File: config.mk
export PLATFORM = sky130hd
export DESIGN_NAME = adcc_top
export DESIGN_NICKNAME = d
export VERILOG_FILES = /design/src/adcc_pkg.sv /design/src/adcc_prescaler.sv /design/src/adcc_trig_sync.sv /design/src/adcc_top.sv
export VERILOG_INCLUDE_DIRS = /design/src
export SDC_FILE = /design/constraint.sdc
export NUM_CORES = 1
export LEC_CHECK = 0
export BUFFER_PORTS_ARGS = -buffer_cell sky130_fd_sc_hd__buf_4
export CORE_MARGIN = 8
export CORE_UTILIZATION = 25
export DETAILED_ROUTE_END_ITERATION = 8
export PLACE_DENSITY = 0.49
export SETUP_SLACK_MARGIN = 0.05
export SYNTH_ARGS = -nofsm -noshare
export SYNTH_HDL_FRONTEND = slang
export SYNTH_SLANG_ARGS = --single-unit
export TNS_END_PERCENT = 100
File: constraint.sdc
create_clock -name aclk -period 3.34 [get_ports aclk]
set_clock_uncertainty 0.05 [all_clocks]
set_input_delay 0.501 -clock aclk [delete_from_list [all_inputs] [get_ports aclk]]
set_output_delay 0.501 -clock aclk [all_outputs]
set_load 0.05 [all_outputs]
File: src/adcc_params.svh
`ifndef ADCC_PARAMS_SVH
`define ADCC_PARAMS_SVH
// Register byte offsets
`define ADCC_OFF_CHSEL 8'h00
`define ADCC_OFF_CSA 8'h04
`define ADCC_OFF_CSB 8'h08
`define ADCC_OFF_RESL 8'h0C
`define ADCC_OFF_RESH 8'h10
// channel_select_register fields
`define ADCC_CH_REF_LSB 6
`define ADCC_CH_LADJ 5
`define ADCC_CH_MUX_LSB 0
// control_status_a fields
`define ADCC_A_EN 7
`define ADCC_A_SC 6
`define ADCC_A_ATE 5
`define ADCC_A_IF 4
`define ADCC_A_IE 3
`define ADCC_A_PS_LSB 0
// control_status_b fields
`define ADCC_B_TS_LSB 0
// Reset values
`define ADCC_RST_BYTE 8'h00
`define ADCC_RST_RES 10'h000
// Conversion lengths in converter clocks
`define ADCC_CYC_NORMAL 5'h0D
`define ADCC_CYC_FIRST 5'h19
// Number of external trigger sources
`define ADCC_TRIG_N 7
// AXI responses
`define ADCC_RESP_OKAY 2'h0
`define ADCC_RESP_SLVERR 2'h2
`endif

File: src/adcc_pkg.sv
`include "adcc_params.svh"
package adcc_pkg;
  typedef enum logic [1:0] {ST_IDLE, ST_WAIT, ST_CONV} adcc_conv_st_t;
  // Signals towards the analog converter
  typedef struct packed {
    logic [1:0] ref_sel;
    logic [4:0] mux_sel;
    logic conv_on;
    logic sample;
  } adcc_analog_t;
  // Prescaler state
  typedef struct packed {
    logic [6:0] cnt;
    logic tick;
  } adcc_psc_t;
  // Trigger synchroniser state
  typedef struct packed {
    logic [`ADCC_TRIG_N-1:0] s1;
    logic [`ADCC_TRIG_N-1:0] s2;
  } adcc_sync_t;
  // Main control state
  typedef struct packed {
    logic [1:0] ref_p;
    logic ladj;
    logic [4:0] mux_p;
    logic [1:0] ref_a;
    logic [4:0] mux_a;
    logic en;
    logic ate;
    logic flag;
    logic ie;
    logic [2:0] ps;
    logic [2:0] ts;
    adcc_conv_st_t st;
    logic [4:0] cnt;
    logic first;
    logic lock;
    logic [9:0] res;
    logic trig_q;
    logic sample;
    logic aw_have;
    logic [7:0] aw_addr;
    logic w_have;
    logic [7:0] w_data;
    logic w_stb;
    logic bvalid;
    logic [1:0] bresp;
    logic rvalid;
    logic [7:0] rdata;
    logic [1:0] rresp;
  } adcc_state_t;
endpackage

File: src/adcc_prescaler.sv
`timescale 1ns/1ps
module adcc_prescaler (
  // Clock and reset
  input wire logic aclk,
  input wire logic aresetn,
  // Control
  input wire logic run,
  input wire logic restart,
  input wire logic [2:0] ps_sel,
  // Converter clock strobe
  output logic tick
);
  import adcc_pkg::*;
  adcc_psc_t s_r;
  adcc_psc_t s_nxt;
  logic [2:0] shift;
  logic [6:0] mask;

  // Divide by two for codes 0 and 1, else by 2^code
  assign shift = (ps_sel == 3'h0) ? 3'h1 : ps_sel;
  assign mask = 7'((8'h01 << shift) - 8'h01);

  // Counter held clear while stopped or restarted
  always_comb begin
    s_nxt = s_r;
    if (!run || restart) begin
      s_nxt.cnt = 7'h00;
      s_nxt.tick = 1'b0;
    end else begin
      s_nxt.cnt = 7'(s_r.cnt + 7'h01);
      s_nxt.tick = ((s_r.cnt & mask) == mask);
    end
  end

  always_ff @(posedge aclk) begin
    if (!aresetn) begin
      s_r <= '0;
    end else begin
      s_r <= s_nxt;
    end
  end

  assign tick = s_r.tick;
endmodule

File: src/adcc_trig_sync.sv
`timescale 1ns/1ps
`include "adcc_params.svh"
module adcc_trig_sync (
  // Clock and reset
  input wire logic aclk,
  input wire logic aresetn,
  // Raw and synchronised triggers
  input wire logic [`ADCC_TRIG_N-1:0] trig_raw,
  output logic [`ADCC_TRIG_N-1:0] trig_sync
);
  import adcc_pkg::*;
  adcc_sync_t s_r;
  adcc_sync_t s_nxt;

  // Two flops per input, first read only by second
  always_comb begin
    s_nxt = s_r;
    s_nxt.s1 = trig_raw;
    s_nxt.s2 = s_r.s1;
  end

  always_ff @(posedge aclk) begin
    if (!aresetn) begin
      s_r <= '0;
    end else begin
      s_r <= s_nxt;
    end
  end

  assign trig_sync = s_r.s2;
endmodule

File: src/adcc_top.sv
// Contract
// RQ1: Reference and channel reach the converter only while the converter is enabled.
// RQ2: Result is right aligned by default, left aligned with left_adjust_select.
// RQ3: Software reads low byte then high byte for a consistent full result.
// RQ4: Reading the low byte blocks result writes until the high byte is read; a completion in the cycle of the low byte read still writes.
// RQ5: A conversion completing while blocked leaves both bytes and is lost.
// RQ6: Reading the high byte unblocks result writes.
// RQ7: Every completion sets the done flag, even when the result was lost.
// RQ8: Writing one to start_conversion_bit begins a single conversion.
// RQ9: start_conversion_bit stays high during conversion, cleared by hardware at end.
// RQ10: A channel change mid conversion takes effect only after it completes.
// RQ11: Auto triggering runs when enabled, from the selected trigger source.
// RQ12: Rising trigger edge resets the prescaler and starts a conversion.
// RQ13: Only edges trigger; a trigger still high at completion does nothing.
// RQ14: Trigger edges during a conversion are ignored, never queued.
// RQ15: Source flags used as triggers are set regardless of interrupt enables.
// RQ16: Software clears the trigger source flag before its next event.
// RQ17: Done flag as trigger restarts conversions immediately, free running.
// RQ18: Software starts the first free running conversion via start_conversion_bit.
// RQ19: Free running continues whether or not the done flag is cleared.
// RQ20: With auto triggering on, a start write still starts one conversion.
// RQ21: start_conversion_bit reads one during any conversion, however started.
// RQ22: Input mux field selects 8 single ended channels plus differential pairs.
// RQ23: Normal conversion takes 13 converter clocks, first after enable 25.
// RQ24: At completion result and flag update; single mode clears start together.
// RQ25: Prescaler runs while enabled and is held reset while disabled.
// RQ26: Software start begins at the next prescaled converter clock edge.
//
// Our own choices: the AXI4-Lite interface to the registers and the register addresses.
`timescale 1ns/1ps
`include "adcc_params.svh"
module adcc_top #(
  parameter int ADDR_W = 8
) (
  // Clock and reset
  input wire logic aclk,
  input wire logic aresetn,
  // AXI4-Lite write address
  input wire logic [ADDR_W-1:0] awaddr,
  input wire logic awvalid,
  output logic awready,
  // AXI4-Lite write data
  input wire logic [31:0] wdata,
  input wire logic [3:0] wstrb,
  input wire logic wvalid,
  output logic wready,
  // AXI4-Lite write response
  output logic [1:0] bresp,
  output logic bvalid,
  input wire logic bready,
  // AXI4-Lite read address
  input wire logic [ADDR_W-1:0] araddr,
  input wire logic arvalid,
  output logic arready,
  // AXI4-Lite read data
  output logic [31:0] rdata,
  output logic [1:0] rresp,
  output logic rvalid,
  input wire logic rready,
  // Converter side
  output adcc_pkg::adcc_analog_t analog_o,
  input wire logic [9:0] conv_data_i,
  // Trigger source flags from other blocks
  input wire logic [`ADCC_TRIG_N-1:0] trig_flag_i,
  // Conversion complete request
  output logic conv_irq_o
);
  import adcc_pkg::*;

  adcc_state_t s_r;
  adcc_state_t s_nxt;
  logic tick;
  logic [`ADCC_TRIG_N-1:0] trig_s;
  logic trig_sig;
  logic trig_edge;
  logic trig_start;
  logic free_run;
  logic [4:0] conv_len;
  logic cmpl;
  logic wr_go;
  logic wr_ok;
  logic wr_ch;
  logic wr_a;
  logic wr_b;
  logic sc_wr;
  logic rd_go;
  logic rd_lo;
  logic rd_hi;
  logic [7:0] res_lo;
  logic [7:0] res_hi;

  // Trigger flags come from other logic domains
  adcc_trig_sync u_sync (
    .aclk(aclk),
    .aresetn(aresetn),
    .trig_raw(trig_flag_i),
    .trig_sync(trig_s)
  );

  // Converter clock, held clear while disabled
  adcc_prescaler u_psc (
    .aclk(aclk),
    .aresetn(aresetn),
    .run(s_r.en), // RQ25
    .restart(trig_start), // RQ12
    .ps_sel(s_r.ps),
    .tick(tick)
  );

  // Bus handshakes
  assign awready = !s_r.aw_have && !s_r.bvalid;
  assign wready = !s_r.w_have && !s_r.bvalid;
  assign arready = !s_r.rvalid;
  assign wr_go = s_r.aw_have && s_r.w_have && !s_r.bvalid;
  assign rd_go = arvalid && arready;

  // Write decode, low byte lane only
  assign wr_ok = wr_go && s_r.w_stb;
  assign wr_ch = wr_ok && (s_r.aw_addr == `ADCC_OFF_CHSEL);
  assign wr_a = wr_ok && (s_r.aw_addr == `ADCC_OFF_CSA);
  assign wr_b = wr_ok && (s_r.aw_addr == `ADCC_OFF_CSB);
  assign sc_wr = wr_a && s_r.w_data[`ADCC_A_SC] && s_r.w_data[`ADCC_A_EN]; // RQ8 RQ20

  // Read decode of the result bytes
  assign rd_lo = rd_go && (araddr[7:0] == `ADCC_OFF_RESL);
  assign rd_hi = rd_go && (araddr[7:0] == `ADCC_OFF_RESH);

  // Result alignment
  assign res_lo = s_r.ladj ? {s_r.res[1:0], 6'h00} : s_r.res[7:0]; // RQ2
  assign res_hi = s_r.ladj ? s_r.res[9:2] : {6'h00, s_r.res[9:8]}; // RQ2

  // Trigger selection and edge detect
  assign free_run = s_r.ate && (s_r.ts == 3'h0); // RQ17
  always_comb begin
    if (s_r.ts == 3'h0) begin
      trig_sig = s_r.flag;
    end else begin
      trig_sig = trig_s[3'(s_r.ts - 3'h1)]; // RQ11 RQ15
    end
  end
  assign trig_edge = s_r.ate && trig_sig && !s_r.trig_q; // RQ13
  assign trig_start = trig_edge && s_r.en && (s_r.st != ST_CONV); // RQ14

  // Conversion length and completion
  assign conv_len = s_r.first ? `ADCC_CYC_FIRST : `ADCC_CYC_NORMAL; // RQ23
  assign cmpl = s_r.en && (s_r.st == ST_CONV) && tick && (s_r.cnt == 5'(conv_len - 5'h01));

  // Next state of registers, bus and engine
  always_comb begin
    s_nxt = s_r;
    s_nxt.sample = 1'b0;
    s_nxt.trig_q = trig_sig;
    // Capture write address and data in any order
    if (awvalid && awready) begin
      s_nxt.aw_have = 1'b1;
      s_nxt.aw_addr = awaddr[7:0];
    end
    if (wvalid && wready) begin
      s_nxt.w_have = 1'b1;
      s_nxt.w_data = wdata[7:0];
      s_nxt.w_stb = wstrb[0];
    end
    if (s_r.bvalid && bready) begin
      s_nxt.bvalid = 1'b0;
    end
    if (s_r.rvalid && rready) begin
      s_nxt.rvalid = 1'b0;
    end
    // Perform write and answer
    if (wr_go) begin
      s_nxt.aw_have = 1'b0;
      s_nxt.w_have = 1'b0;
      s_nxt.bvalid = 1'b1;
      case (s_r.aw_addr)
        `ADCC_OFF_CHSEL, `ADCC_OFF_CSA, `ADCC_OFF_CSB,
        `ADCC_OFF_RESL, `ADCC_OFF_RESH: s_nxt.bresp = `ADCC_RESP_OKAY;
        default: s_nxt.bresp = `ADCC_RESP_SLVERR;
      endcase
    end
    if (wr_ch) begin
      s_nxt.ref_p = s_r.w_data[`ADCC_CH_REF_LSB +: 2];
      s_nxt.ladj = s_r.w_data[`ADCC_CH_LADJ];
      s_nxt.mux_p = s_r.w_data[`ADCC_CH_MUX_LSB +: 5]; // RQ22
    end
    if (wr_a) begin
      s_nxt.en = s_r.w_data[`ADCC_A_EN];
      s_nxt.ate = s_r.w_data[`ADCC_A_ATE]; // RQ11
      s_nxt.ie = s_r.w_data[`ADCC_A_IE];
      s_nxt.ps = s_r.w_data[`ADCC_A_PS_LSB +: 3];
      if (s_r.w_data[`ADCC_A_IF]) begin
        s_nxt.flag = 1'b0;
      end
    end
    if (wr_b) begin
      s_nxt.ts = s_r.w_data[`ADCC_B_TS_LSB +: 3]; // RQ11
    end
    // Read data and lock side effects
    if (rd_go) begin
      s_nxt.rvalid = 1'b1;
      s_nxt.rresp = `ADCC_RESP_OKAY;
      case (araddr[7:0])
        `ADCC_OFF_CHSEL: s_nxt.rdata = {s_r.ref_p, s_r.ladj, s_r.mux_p};
        `ADCC_OFF_CSA: s_nxt.rdata = {s_r.en, (s_r.st != ST_IDLE), s_r.ate,
                                      s_r.flag, s_r.ie, s_r.ps}; // RQ21
        `ADCC_OFF_CSB: s_nxt.rdata = {5'h00, s_r.ts};
        `ADCC_OFF_RESL: s_nxt.rdata = res_lo;
        `ADCC_OFF_RESH: s_nxt.rdata = res_hi;
        default: begin
          s_nxt.rdata = `ADCC_RST_BYTE;
          s_nxt.rresp = `ADCC_RESP_SLVERR;
        end
      endcase
    end
    if (rd_lo) begin
      s_nxt.lock = 1'b1; // RQ4
    end
    if (rd_hi) begin
      s_nxt.lock = 1'b0; // RQ6
    end
    // Selection follows pending only while enabled and not converting, or in the completion cycle
    if (s_r.en && (s_r.st != ST_CONV || cmpl)) begin
      s_nxt.ref_a = s_r.ref_p; // RQ1 RQ10
      s_nxt.mux_a = s_r.mux_p; // RQ1 RQ10
    end
    // Conversion engine
    if (!s_r.en) begin
      s_nxt.first = 1'b1;
      s_nxt.cnt = 5'h00;
      s_nxt.st = sc_wr ? ST_WAIT : ST_IDLE;
    end else begin
      case (s_r.st)
        ST_IDLE: begin
          if (trig_start) begin
            s_nxt.st = ST_CONV; // RQ12
            s_nxt.cnt = 5'h00;
            s_nxt.sample = 1'b1;
          end else if (sc_wr) begin
            s_nxt.st = ST_WAIT; // RQ8
          end
        end
        ST_WAIT: begin
          if (trig_start || tick) begin
            s_nxt.st = ST_CONV; // RQ26
            s_nxt.cnt = 5'h00;
            s_nxt.sample = 1'b1;
          end
        end
        ST_CONV: begin
          if (cmpl) begin
            s_nxt.flag = 1'b1; // RQ7 RQ24
            s_nxt.first = 1'b0;
            s_nxt.cnt = 5'h00;
            if (!s_r.lock) begin
              s_nxt.res = conv_data_i; // RQ5 RQ24
            end
            if (free_run) begin
              s_nxt.sample = 1'b1; // RQ17 RQ19
            end else begin
              s_nxt.st = ST_IDLE; // RQ9 RQ24
            end
          end else if (tick) begin
            s_nxt.cnt = 5'(s_r.cnt + 5'h01); // RQ23
          end
        end
        default: s_nxt.st = ST_IDLE;
      endcase
    end
  end

  // State register
  always_ff @(posedge aclk) begin
    if (!aresetn) begin
      s_r <= '0;
      s_r.st <= ST_IDLE;
      s_r.first <= 1'b1;
      s_r.res <= `ADCC_RST_RES;
    end else begin
      s_r <= s_nxt;
    end
  end

  // Outputs
  assign bresp = s_r.bresp;
  assign bvalid = s_r.bvalid;
  assign rdata = {24'h000000, s_r.rdata};
  assign rresp = s_r.rresp;
  assign rvalid = s_r.rvalid;
  assign analog_o.ref_sel = s_r.ref_a;
  assign analog_o.mux_sel = s_r.mux_a;
  assign analog_o.conv_on = s_r.en;
  assign analog_o.sample = s_r.sample;
  assign conv_irq_o = s_r.flag && s_r.ie;

  // Checks
  AST_START_BUSY: assert property (@(posedge aclk) disable iff (!aresetn) // RQ8
    (sc_wr && s_r.en && s_r.st == ST_IDLE && !trig_start) |=> (s_r.st == ST_WAIT))
    else $error("start write did not begin a conversion");
  AST_LOCK_KEEP: assert property (@(posedge aclk) disable iff (!aresetn) // RQ5
    (cmpl && s_r.lock) |=> $stable(s_r.res))
    else $error("result changed while locked");
  AST_DONE_FLAG: assert property (@(posedge aclk) disable iff (!aresetn) // RQ7
    cmpl |=> s_r.flag)
    else $error("completion did not set done flag");
  AST_LOW_LOCK: assert property (@(posedge aclk) disable iff (!aresetn) // RQ4
    rd_lo |=> s_r.lock && (s_r.rdata == $past(res_lo)))
    else $error("low byte read did not lock");
  AST_HIGH_UNLOCK: assert property (@(posedge aclk) disable iff (!aresetn) // RQ6
    rd_hi |=> !s_r.lock)
    else $error("high byte read did not unlock");
  AST_OFF_IDLE: assert property (@(posedge aclk) disable iff (!aresetn) // RQ25
    (!s_r.en && !sc_wr) |=> (s_r.st == ST_IDLE) && !tick)
    else $error("disabled converter not idle");
  AST_FREE_RUN: assert property (@(posedge aclk) disable iff (!aresetn) // RQ17
    (cmpl && free_run) |=> (s_r.st == ST_CONV) && s_r.sample)
    else $error("free running did not restart");
  AST_SINGLE_END: assert property (@(posedge aclk) disable iff (!aresetn) // RQ9
    (cmpl && !free_run) |=> (s_r.st == ST_IDLE) && s_r.flag)
    else $error("single conversion did not end cleanly");
  AST_MUX_HOLD: assert property (@(posedge aclk) disable iff (!aresetn) // RQ10
    (s_r.st == ST_CONV && !cmpl && s_r.en) |=> $stable(s_r.mux_a))
    else $error("channel changed mid conversion");
  AST_EDGE_IGNORE: assert property (@(posedge aclk) disable iff (!aresetn) // RQ14
    (s_r.st == ST_CONV && trig_edge && !tick) |=> $stable(s_r.cnt))
    else $error("trigger edge disturbed a conversion");
  AST_TRIG_RESTART: assert property (@(posedge aclk) disable iff (!aresetn) // RQ12
    trig_start |=> (s_r.st == ST_CONV) && s_r.sample && !tick)
    else $error("trigger edge did not restart prescaler and convert");
  AST_BUSY_READ: assert property (@(posedge aclk) disable iff (!aresetn) // RQ21
    (rd_go && araddr[7:0] == `ADCC_OFF_CSA && s_r.st == ST_CONV) |=> s_r.rdata[`ADCC_A_SC])
    else $error("start bit read low during conversion");
  AST_LEFT_HIGH: assert property (@(posedge aclk) disable iff (!aresetn) // RQ2
    (rd_hi && s_r.ladj) |=> (s_r.rdata == $past(s_r.res[9:2])))
    else $error("left aligned high byte wrong");
  AST_EN_PENDING: assert property (@(posedge aclk) disable iff (!aresetn) // RQ1
    !s_r.en |=> $stable(s_r.mux_a) && $stable(s_r.ref_a))
    else $error("selection applied while disabled");
  AST_NO_QUEUE: assert property (@(posedge aclk) disable iff (!aresetn) // RQ14
    (s_r.st == ST_CONV && !cmpl) |=> !s_r.sample)
    else $error("start issued inside a conversion");
  AST_LEVEL_NO_START: assert property (@(posedge aclk) disable iff (!aresetn) // RQ13
    (s_r.st == ST_IDLE && trig_sig && s_r.trig_q && !sc_wr) |=> (s_r.st == ST_IDLE))
    else $error("steady trigger level started a conversion");
  AST_RES_STORE: assert property (@(posedge aclk) disable iff (!aresetn) // RQ24
    (cmpl && !s_r.lock) |=> (s_r.res == $past(conv_data_i)))
    else $error("completion did not store the result");
endmodule

==> impl_metrics.json <==
{
  "routed-via-count": 3681,
  "grt_max_degree": 61,
  "io_pins": 127,
  "clock-root-buffer": "clkbuf_16",
  "netlist_area_sq_um": 4730,
  "overflow": 0,
  "period_share_pct": 69.9,
  "seq_area_frac_synth_pct": 41.9,
  "gr-usage-all-layers_pct": 10.4,
  "drt_pass1_iterations": 4,
  "synth_top_area_cell": "dfxtp_1",
  "antenna_found_initial": 0,
  "yosys_most_used_dff": "dfxtp_1",
  "crit_arrival_ns": 2.56,
  "netlist_top_cells_area": "dfxtp_1 42%, mux2i_1 7.4%, buf_4 7.1%",
  "setup-tns-final_ns": 0,
  "antenna_left": 0,
  "grt_pass1_wl_mm": 19.7,
  "ctsHoldBuffers": 0,
  "cp_top_family": "compound AO/OA/AOI/OAI gates",
  "cts_max_level": 3,
  "status": "completed",
  "synth_cell_types": 57,
  "diodes": 0,
  "die_area_sq_um": 23600,
  "nFillCells": 1955,
  "fmax_ghz": 0.428,
  "seqCellArea_sq_um": 1980,
  "crit_fanout": 8,
  "clkTransAtPathRegs_ns": 0.07,
  "first_global_vias": 3757,
  "worst_pin_slew_ns": 0.926,
  "die_y_um": 154,
  "hold_viol_final": 0,
  "powerDensity_nw_per_um2": 469,
  "multi_input_area_sq_um": 2360,
  "crit_path_max_incr_delay_ns": 0.43,
  "core_area_sq_um": 18600,
  "finalSetupViolCount": 0,
  "synth.top_cell.area_share_pct": 41.9,
  "nets": 656,
  "fp-row-count": 50,
  "numClockSinks": 99,
  "rsz0062_at_grt": "false",
  "drv_slew": 0,
  "ir_worst_vdd_mv": 0.254,
  "clk_latency_ns": 0.35,
  "areaGrowthSynthToFinish_pct": 17.3,
  "wirelength_mm": 12.1,
  "drt_iter0_drc": 227,
  "gp_congestion": 0.813,
  "setup.worst_path.end_class": "flip-flop",
  "cp.required_ns": 3.56,
  "hp-class": "input port to flip-flop",
  "numCtsBuffers": 9,
  "worst-path-buf-inv": 1,
  "ys_async_sr_fraction_pct": 0,
  "start_util_pct": 25.4,
  "fin_util_pct": 29.8,
  "ys_ff_latch": 99,
  "cts_resized": 0,
  "synthCells": 532,
  "clockBufferDepth": 2,
  "portBuffers": 73,
  "drc": 0,
  "total_power_mw": 2.61,
  "synth_edf_count": 0,
  "cap_violations": 0,
  "hpwl_mm": 9.18,
  "mostFrequentLayoutCells": "99 x dfxtp_1, 74 x buf_4, 61 x nand2_1",
  "p_leak_nw": 2.17,
  "crit_chain": "inv_1 -> ha_1 -> mux4_2 -> nand2b_1 -> a31oi_2 -> o21ai_1 -> nor3_1",
  "dp_cells": 797,
  "critical-path-slowest-cell": "dfxtp_1",
  "cts_tree": "yes",
  "startpoint_type": "flip-flop",
  "path_class": "flip-flop to flip-flop",
  "ys_warn_count": 0,
  "final_common_cell": "dfxtp_1",
  "die_x_um": 154,
  "wl_per_cell_um": 14.8,
  "syn_avg_cell_area_sq_um": 8.89,
  "fin_crit_ns": 2.33,
  "slew_headroom_pct": 38.2,
  "final_cells": 813,
  "post_cts_buffers": 0,
  "drt-vias-per-instance": 4.53,
  "drive_above_1_share_pct": 17.8,
  "timing.hold.ws_ns": 0.309
}
## cells in the mapped netlist, types with 3 or more instances
library cell  instances
dfxtp_1              99
nand2_1              61
buf_4                45
nor2b_1              40
mux2i_1              35
nor2_1               32
o21ai_0              23
a21boi_0             21
clkbuf_1             21
and2_1               19
a21oi_1              13
inv_1                13
nand3_1              11
a31oi_1              10
nand3b_1              9
nand4_1               7
ha_1                  6
nand2b_1              6
nor3_1                5
xnor2_1               5
a211oi_1              3
and3_1                3
## final timing paths
path	slack [ns]	cells after the start	from	to
worst min-delay path	0.31	2	trig_flag_i[0]	u_sync.s_nxt[0]$_SDFF_PN0_
worst max register to register	1.01	7	s_r[54]$_SDFFE_PN0P_	u_psc.tick$_SDFF_PP0_
worst max-delay path	1.01	7	s_r[54]$_SDFFE_PN0P_	u_psc.tick$_SDFF_PP0_
worst min register to register	0.39	1	u_sync.s_nxt[1]$_SDFF_PN0_	u_sync.trig_sync[1]$_SDFF_PN0_
## power breakdown
part | switching, mW | total [mW] | internal (mW)
Sequential | 0.0226 | 1.23 | 1.21
Combinational | 0.192 | 0.283 | 0.0912
Clock | 0.478 | 1.09 | 0.611
Total | 0.693 | 2.61 | 1.91
## per-layer routing
layer,GRT usage (%),wire length (um),up-vias
li1,-,-,1841
met1,13.0,5710,1719
met2,16.6,5450,102
met3,2.69,574,19
met4,4.76,332,0
met5,0,0,-
## area by class of cell
class	instances	share of cell area, %
Timing Repair Buffer	74	10.0
Clock inverter	6	1.28
Tap cell	234	5.27
Sequential cell	99	35.7
Inverter	13	0.879
Multi-Input combinational cell	377	42.6
Clock buffer	10	4.30
## flip-flops by register name, indices dropped and copies added (netlist names)
register,count
s_r,56
analog_o,9
rdata,8
u_psc.s_r,7
u_sync.s_nxt,7
u_sync.trig_sync,7
bresp,1
bvalid,1
rresp,1
rvalid,1
u_psc.tick,1
## worst reg2reg max path: cells and delay by family (launching register included)
kind,cells,cell delay [ns]
AO/OA/AOI/OAI,2,0.59
multiplexers,1,0.29
AND/OR/NAND/NOR,2,0.41
flip-flops,1,0.43
buffers and inverters,1,0.14
adder cells (fa/ha/maj),1,0.35
## per-stage QoR
stage	instance area, sq um	setup WS [ns]
after floorplan	4830	1.27
after global placement	5240	0.944
after detailed placement	5240	0.942
after CTS	5550	0.945
after global routing	5550	0.779
final	5550	1.01
## cells by family (layout without fill, tap and decap cells)
kind of cell,count (synthesis),count (layout),synth area share (%)
simple gates,205,205,23.0
mux,39,39,8.83
buf+inv,81,103,10.2
fa+ha+maj,6,6,1.59
flops,99,99,41.9
compound gates,93,93,13.1
xor+xnor,7,7,1.30
other cells,2,27,0.159
Note: power is estimated with default switching activity, not from simulation.
